`src/bcu_pkg.sv`:
```
// Purpose : Shared constants for the bit-and carry unit of the 8-bit core.
// Assumes : One core clock; the decoder hands over code bytes one at a time.
// Notes   : Other instructions pass through this block untouched.
//
// How it works
// RL1: A source value of zero clears the carry flag.
// RL2: A source value of one leaves the carry flag as it was.
// RL3: The complemented form uses the inverse of the addressed bit.
// RL4: The addressed source bit is only read, never written back.
// RL5: Only the carry flag is written; no other status flag changes.
// RL6: The source operand is always a direct bit address from the code stream.
// RL7: Complemented form is opcode 1011_0000 plus address byte; 2 bytes, 2 cycles; the sequencer takes at least 4 (IDLE, ADDR, READ, WRITE).
// RL8: Read the bit at the 8-bit bit address, write only carry at the end.

package bcu_pkg;

  // ***************************************************************
  // Encodings
  // ***************************************************************
  localparam logic [7:0] BCU_OPC_INV   = 8'hB0;
  localparam int         BCU_OP_BYTES  = 2;
  localparam int         BCU_OP_CYCLES = 2;

  // ***************************************************************
  // Timing
  // ***************************************************************
  localparam int         BCU_RD_TIMEOUT = 16;
  localparam logic [4:0] BCU_TMO_RST    = 5'h00;

  // ***************************************************************
  // Sequencer states, Gray along the usual path
  // ***************************************************************
  typedef enum logic [1:0] {
    BCU_IDLE  = 2'b00,
    BCU_ADDR  = 2'b01,
    BCU_READ  = 2'b11,
    BCU_WRITE = 2'b10
  } bcu_state_t;

  // Selects the source value: the bit itself or its complement
  function automatic logic bcu_src_value(input logic bitVal, input logic invert);
    return bitVal ^ invert;
  endfunction

endpackage

```
`src/bcu_top.sv`:
```
// Purpose : Sequencer for the bit-and-with-carry instruction (logic_and_op).
// Assumes : Bit memory answers on the same clock with bitRdValid.
// Notes   : A bit read that never answers aborts after a timeout.
`timescale 1ns/10ps
`default_nettype none

module bcu_top
  import bcu_pkg::*;
#(
  parameter logic [7:0] OPC_PLAIN  = 8'h82,
  parameter int         RD_TIMEOUT = BCU_RD_TIMEOUT
)
(
  input  wire logic       clk,
  input  wire logic       nrst,
  input  wire logic       codeValid,
  input  wire logic [7:0] codeByte,
  output logic            codeReady,
  output logic            bitRdReq,
  output logic [7:0]      bitRdAddr,
  input  wire logic       bitRdValid,
  input  wire logic       bitRdData,
  input  wire logic       carryIn,
  output logic            carryWrEn,
  output logic            carryWrData,
  output logic            opBusy,
  output logic            opDone,
  output logic            opError
);

  // ***************************************************************
  // Declarations
  // ***************************************************************
  bcu_state_t state_reg;
  bcu_state_t state_next;
  logic       invert_reg;
  logic       srcBit_reg;
  logic [4:0] tmo_reg;
  logic       codeTake;
  logic       isPlain;
  logic       isInv;
  logic       carryNew;
  logic       tmoHit;

  assign codeTake = codeValid & codeReady;
  assign isPlain  = (codeByte == OPC_PLAIN);
  assign isInv    = (codeByte == BCU_OPC_INV);  // see RL7
  assign tmoHit   = (tmo_reg == 5'(RD_TIMEOUT - 1));

  // ***************************************************************
  // Sequencer
  // ***************************************************************
  always_comb begin
    state_next = state_reg;
    case (state_reg)
      BCU_IDLE: begin
        // Bytes of other instructions are ignored here
        if (codeTake && (isPlain || isInv)) begin
          state_next = BCU_ADDR;
        end
      end
      BCU_ADDR: begin
        // Second byte is always a direct bit address
        if (codeTake) begin
          state_next = BCU_READ;  // see RL6
        end
      end
      BCU_READ: begin
        if (bitRdValid) begin
          state_next = BCU_WRITE;
        end else if (tmoHit) begin
          state_next = BCU_IDLE;
        end
      end
      BCU_WRITE: begin
        state_next = BCU_IDLE;
      end
      default: begin
        state_next = BCU_IDLE;
      end
    endcase
  end

  always_ff @(posedge clk or negedge nrst) begin
    if (!nrst) begin
      state_reg <= BCU_IDLE;
    end else begin
      state_reg <= state_next;
    end
  end

  // ***************************************************************
  // Code byte handshake
  // ***************************************************************
  // Ready only while waiting for a code byte; stalls the decoder otherwise
  always_ff @(posedge clk or negedge nrst) begin
    if (!nrst) begin
      codeReady <= 1'b1;
    end else begin
      codeReady <= (state_next == BCU_IDLE) || (state_next == BCU_ADDR);
    end
  end

  always_ff @(posedge clk or negedge nrst) begin
    if (!nrst) begin
      invert_reg <= 1'b0;
    end else if (state_reg == BCU_IDLE && codeTake && (isPlain || isInv)) begin
      invert_reg <= isInv;  // see RL3 see RL7
    end
  end

  // ***************************************************************
  // Bit read, never a write back to the source
  // ***************************************************************
  always_ff @(posedge clk or negedge nrst) begin
    if (!nrst) begin
      bitRdAddr <= 8'h00;
    end else if (state_reg == BCU_ADDR && codeTake) begin
      bitRdAddr <= codeByte;  // see RL6 see RL8
    end
  end

  // Request held until the bit memory answers or the read times out; no write strobe exists
  always_ff @(posedge clk or negedge nrst) begin
    if (!nrst) begin
      bitRdReq <= 1'b0;
    end else begin
      bitRdReq <= (state_next == BCU_READ);  // see RL4 see RL8
    end
  end

  always_ff @(posedge clk or negedge nrst) begin
    if (!nrst) begin
      srcBit_reg <= 1'b0;
    end else if (state_reg == BCU_READ && bitRdValid) begin
      srcBit_reg <= bitRdData;
    end
  end

  always_ff @(posedge clk or negedge nrst) begin
    if (!nrst) begin
      tmo_reg <= BCU_TMO_RST;
    end else if (state_reg == BCU_READ) begin
      tmo_reg <= tmo_reg + 5'h01;
    end else begin
      tmo_reg <= BCU_TMO_RST;
    end
  end

  // ***************************************************************
  // Carry update
  // ***************************************************************
  // Carry is sampled at write time so an earlier update is not lost
  bcu_carry_logic u_carry (
    .carryOld (carryIn),
    .srcBit   (srcBit_reg),
    .invert   (invert_reg),
    .carryNew (carryNew)
  );

  // Only the carry flag has a write port here
  always_ff @(posedge clk or negedge nrst) begin
    if (!nrst) begin
      carryWrEn   <= 1'b0;
      carryWrData <= 1'b0;
    end else begin
      carryWrEn   <= (state_reg == BCU_WRITE);  // see RL5 see RL8
      carryWrData <= carryNew;  // see RL1 see RL2
    end
  end

  // ***************************************************************
  // Status
  // ***************************************************************
  always_ff @(posedge clk or negedge nrst) begin
    if (!nrst) begin
      opBusy <= 1'b0;
    end else begin
      opBusy <= (state_next != BCU_IDLE);
    end
  end

  always_ff @(posedge clk or negedge nrst) begin
    if (!nrst) begin
      opDone <= 1'b0;
    end else begin
      opDone <= (state_reg == BCU_WRITE);
    end
  end

  // Aborted read leaves carry untouched
  always_ff @(posedge clk or negedge nrst) begin
    if (!nrst) begin
      opError <= 1'b0;
    end else begin
      opError <= (state_reg == BCU_READ) && !bitRdValid && tmoHit;
    end
  end

endmodule

`default_nettype wire

```
`src/bcu_carry_logic.sv`:
```
// Purpose : Carry update for the bit-and operation.
// Assumes : Inputs are stable in the cycle the result is used.
// Notes   : Pure combinational; the caller registers the result.
`timescale 1ns/10ps
`default_nettype none

module bcu_carry_logic
  import bcu_pkg::*;
(
  input  wire logic carryOld,
  input  wire logic srcBit,
  input  wire logic invert,
  output logic      carryNew
);

  logic srcVal;

  assign srcVal = bcu_src_value(srcBit, invert);  // see RL3

  // Zero clears, one keeps the old carry
  assign carryNew = carryOld & srcVal;  // see RL1 see RL2

endmodule

`default_nettype wire

```
`config.mk`:
```
export PLATFORM = sky130hd
export DESIGN_NAME = bcu_top
export DESIGN_NICKNAME = d
export VERILOG_FILES = /design/src/bcu_pkg.sv /design/src/bcu_top.sv /design/src/bcu_carry_logic.sv
export SDC_FILE = /design/constraint.sdc
export NUM_CORES = 1
export LEC_CHECK = 0
export ABC_AREA = 1
export BUFFER_PORTS_ARGS = -buffer_cell sky130_fd_sc_hd__buf_4
export CAP_MARGIN = 0
export CORE_ASPECT_RATIO = 0.8
export CORE_UTILIZATION = 35
export CTS_BUF_LIST = sky130_fd_sc_hd__clkbuf_4
export DETAILED_ROUTE_END_ITERATION = 8
export PLACE_DENSITY_LB_ADDON = 0.12
export RECOVER_POWER = 50
export SYNTH_ARGS = -nofsm -noshare
export SYNTH_HDL_FRONTEND = slang
export SYNTH_SLANG_ARGS = --single-unit
```
`constraint.sdc`:
```
create_clock -name clk -period 2.17 [get_ports clk]
set_input_delay 0.217 -clock clk [delete_from_list [all_inputs] [get_ports clk]]
set_output_delay 0.217 -clock clk [all_outputs]
set_load 0.01 [all_outputs]
```
# Word level (Yosys, flattened, before mapping)
# Index checks and enable logic that the tools add are counted.
dict set report op_classes {
  addsub 1
  eq_ne 8
  n_mux 6
  n_bitwise 3
  n_reduce_logical 13
}
# op n
set op_table {}
lappend op_table {{8-bit equality test (second input constant)} 2}
lappend op_table {{2-bit two-way mux} 4}
lappend op_table {{2-bit one-hot mux with 4 select lines} 1}
lappend op_table {{1-bit logical AND} 7}
lappend op_table {{2-bit equality test (second input constant)} 3}
lappend op_table {{5-bit by 1-bit adder with 5-bit output (second input constant)} 1}
lappend op_table {{5-bit by 4-bit equality test with 1-bit output (second input constant)} 1}
lappend op_table {{5-bit two-way mux} 1}
lappend op_table {{2-bit by 1-bit equality test with 1-bit output (second input constant)} 2}
lappend op_table {{2-bit logical NOT} 2}
lappend op_table {{1-bit bitwise AND} 2}
lappend op_table {{1-bit logical OR} 2}
lappend op_table {{2-bit nonzero test} 1}
lappend op_table {{1-bit logical NOT} 1}
lappend op_table {{1-bit XOR} 1}
dict set report word_totals {
  regBits 23
  inputBits 14
  out_inout_bits 15
  word_cells 42
}

# Depth between registers and ports, before layout
dict set report logic_depth {
  word_depth 7
  ltp_mapped 9
  ltp_nobuf 9
}

# Hierarchy
# A second synthesis with hierarchy kept.
dict set report unflattened {
  hier_cells 109
  hier_area_um2 977.2
}
# mod instances cells_each area_each_um2 seq_area_each_um2
set by_module_without_submodules {}
lappend by_module_without_submodules {bcu_top 1 105 962.2 576.8}
lappend by_module_without_submodules {bcu_carry_logic 1 4 15.0 0.0}

# Worst setup path before layout
# Ideal clock, no wire load.
dict set report synth_path {
  kind {register to register}
  startpoint {register tmo_reg[0]}
  endpoint {register bitRdReq}
  setup_time_ns 0.073
  arrival_time_ns 1.224
  required_ns 2.097
  setup_slack_ns 0.873
  stages_incl_launch_ff 10
  n_path_buf 0
  period_less_slack_ns 1.297
  path_cell_list {dfrtp_1 -> ha_1 -> nand2_1 -> nor2_1 -> ha_1 -> inv_1 -> nor2_1 -> o21ai_2 -> inv_2 -> a21oi_2}
}
dict set report synth_between {
  elab_chain_cells 5
}
# item line_no
set synth_rtl {}
lappend synth_rtl {{start: declaration} bcu_top.sv:38} ;# logic [4:0] tmo_reg;
lappend synth_rtl {{start signal: assignment} bcu_top.sv:144} ;# tmo_reg <= tmo_reg + 5'h01;
lappend synth_rtl {{5-bit by 4-bit equality test with 1-bit output} bcu_top.sv:48} ;# assign tmoHit = (tmo_reg == 5'(RD_TIMEOUT - 1));
lappend synth_rtl {{2-bit two-way mux} bcu_top.sv:71} ;# end else if (tmoHit) begin
lappend synth_rtl {{2-bit two-way mux} bcu_top.sv:69} ;# if (bitRdValid) begin
lappend synth_rtl {{2-bit one-hot mux with 4 select lines} bcu_top.sv:55} ;# case (state_reg)
lappend synth_rtl {{via state_next[1]} bcu_top.sv:35} ;# bcu_state_t state_next;
lappend synth_rtl {{2-bit equality test} bcu_top.sv:128} ;# bitRdReq <= (state_next == BCU_READ);
lappend synth_rtl {{end signal: assignment} bcu_top.sv:128}
lappend synth_rtl {{end: declaration} bcu_top.sv:19} ;# output logic bitRdReq,
# The timed path passes the listed nets, and every way through them passes these cells.
# A chain may end at the register's enable or synchronous reset.

# Worst setup path in the final report
dict set report layout_path {
  startpoint {register tmo_reg[0]}
  endpoint {register opBusy}
}
dict set report layout_between {
  elab_chain_cells 5
}
# item line_no
set layout_rtl {}
lappend layout_rtl {{5-bit by 4-bit equality test with 1-bit output} bcu_top.sv:48}
lappend layout_rtl {{2-bit two-way mux} bcu_top.sv:71}
lappend layout_rtl {{2-bit two-way mux} bcu_top.sv:69}
lappend layout_rtl {{2-bit one-hot mux with 4 select lines} bcu_top.sv:55}
lappend layout_rtl {{2-bit nonzero test} bcu_top.sv:179} ;# opBusy <= (state_next != BCU_IDLE);
lappend layout_rtl {{end signal: assignment} bcu_top.sv:179}
lappend layout_rtl {{end: declaration} bcu_top.sv:26} ;# output logic opBusy,
# Every way passes these cells.

==> results.ini <==
[sta]
hold_viol = 0
rsz0062_at_grt = false
final.period_utilization_pct = 69.01
worst_pin_slew_ns = 1.188
final_max_slew_viol_count = 0
fin_worst_skew_ns = 0.002259
setup_tns_ns = 0
maxSlewHeadroom_pct = 20.79
timing.hold.ws_ns = 0.09937
period_needed_ns = 1.497
fmax_ghz = 0.6678
worst_slack_ns = 0.6725
finalSetupViolations = 0

[placed_design]
placed_cells = 171
globalplace.congestion = 0.7374
dpl.hpwl_um = 1417
port_buffers = 28
detailedPlace.worstSlack_ns = 0.6883
post_dp_cell_area_mm2 = 0.001215

[clocking]
clock_path_buffers = 2
root_buffer = clkbuf_4
cts.sinks = 23
cts_buffers = 3
cts-resized-gates = 0
clk_latency_ns = 0.31
ctsHtreeMaxLevel = 1
clkSlewWorstSetupHoldPaths_ns = 0.12
cts_tree = done

[layout]
drive_gt1_share_pct = 27.14
area_growth_pct = 26.73
layout_commonest_cell = nand2_1
largest_reg_flops = 8
final_cells = 176
n_antenna_cell = 0
n_fill_cell = 259
regArea_um2 = 576.8
multi_input_area_um2 = 337.8
fin_nets = 157
layout_common_cells = nand2_1 (32), buf_4 (24), dfrtp_1 (22)
final_core_util_pct = 48.77
fin_area_mm2 = 0.001240

[detailed_routing]
wl_per_cell_um = 10.80
drtIter0Drc = 41
ant_nets = 0
drc = 0
vias = 784
drt_first_pass_iters = 4
vias_per_cell = 4.455
wl_um = 1900

[setup_path]
critPathKind = reg2reg
crit_chain = ha_1 > nand2_1 > nor2_1 > ha_1 > nor2_1 > o21ai_1 > nand3_1
slowest_delay_ns = 0.40
crit_arrival_ns = 1.69
path_max_fanout = 3
startpoint = tmo_reg[0]
r2r-end = opBusy
critPathCapture = opBusy
rrSetupSlack_ns = 0.67
r2r_cells = 7
worstReg2RegStart = tmo_reg[0]
cp_data_required_time_ns = 2.36
crit_path_start_kind = flop
cp-end-kind = flop
cp_slowest_cell = dfrtp_1

[global_routing]
grt_max_degree = 24
track_usage_pct = 14.46
grt_pass1_wl_um = 3063
grt_pass1_vias = 663
antenna_found_initial = 0
grt-ovfl-total = 0

[die]
fp.dieH_um = 49.29
coreArea_mm2 = 0.002542
die_area_mm2 = 0.003012
die_w_um = 61.12
start_util_pct = 38.48
rows = 16
ios = 29

[hold_path]
hold_depth = 2
hold_path.class = in2reg

[run]
drv_cap = 0

[synthesis]
synth-seq-cells = 23
synth_area_um2 = 978.4
seq_area_frac_synth_pct = 58.95
ys_warn_count = 0
syn_inst = 109
ys_types = 18
syn_area_per_cell_um2 = 8.976
synth.net_count = 125

[pwr]
p_sw_mw = 0.3334
peakVddDrop_uv = 487.0
p_seq_share_pct = 52.0
powerDensity_mw_per_mm2 = 882.4
total_leakage_power_nw = 0.6610
p_total_mw = 1.094
p_int_mw = 0.7608
combPwrFrac_pct = 29.1
switching_share_pct = 30.47
pwr-share-clk_pct = 18.9

[run_status]
status = finished, final reports clean

==> kinds of logic (layout without fill, tap and decap cells) <==
group / after synthesis / count (layout) / synth area share (%)
simple gates: 61 / 61 / 25.83
flops: 23 / 23 / 58.95
compound gates: 9 / 9 / 6.138
fa+ha+maj: 2 / 2 / 2.557
buf+inv: 14 / 45 / 6.522
==> cell usage after synthesis <==
master / n / area [um^2]
o21ai_2: 3 / 26.28
nand3_1: 10 / 50.05
dfstp_2: 1 / 26.28
nor2_1: 16 / 60.06
a21oi_1: 2 / 10.01
nor3_1: 1 / 5.000
inv_2: 3 / 11.26
dfrtp_1: 22 / 550.5
inv_1: 9 / 33.78
nand2_2: 1 / 6.260
nand2_1: 32 / 120.1
a21oi_2: 1 / 8.760
buf_4: 1 / 7.510
o21ai_1: 1 / 5.000
o21ai_0: 2 / 10.01
buf_6: 1 / 11.26
ha_1: 2 / 25.02
nor2_4: 1 / 11.26
==> what timing repair did <==
action                    in CTS  in global routing
hold buffers                   1                  0
hold endpoints to repair      22                  0
setup buffers                  0                  0
==> worst max-delay path, delay by kind of cell, from the launching register on <==
family | cells | cell delay (ns)
AND/OR/NAND/NOR | 4 | 0.35
flip-flops | 1 | 0.40
adder cells (fa/ha/maj) | 2 | 0.37
AO/OA/AOI/OAI | 1 | 0.26
==> how the worst min path moves through the flow <==
stage / startpoint / to
floorplan: nrst / bitRdAddr[0]
global placement: nrst / bitRdAddr[7]
detailed placement: nrst / bitRdAddr[6]
CTS: bitRdValid / opError
global route: bitRdValid / opError
finish: bitRdValid / opError
==> power groups by stage <==
stage | clock network, mW | logic [mW] | registers (mW)
after floorplan | 0 | 0.116 | 0.612
after global placement | 0 | 0.322 | 0.573
after detailed placement | 0 | 0.325 | 0.578
after CTS | 0.220 | 0.328 | 0.570
after global routing | 0.238 | 0.361 | 0.581
final | 0.206 | 0.319 | 0.569
==> metal layers <==
layer,up-vias,routed length [um],global-route usage [%]
met1,361,938,19.63
met2,20,841,20.47
met5,-,0,0
li1,401,-,-
met3,2,102,5.570
met4,0,19,5.682
==> layout make-up <==
type                       instances  area share (%)
sequential                        23           46.52
multi-input combinational         72           27.25
timing repair buffer              29           16.55
inverter                          12           3.633
tap                               36           3.633
clock buffer                       4           2.422
Power figures use the tool's default switching activity.
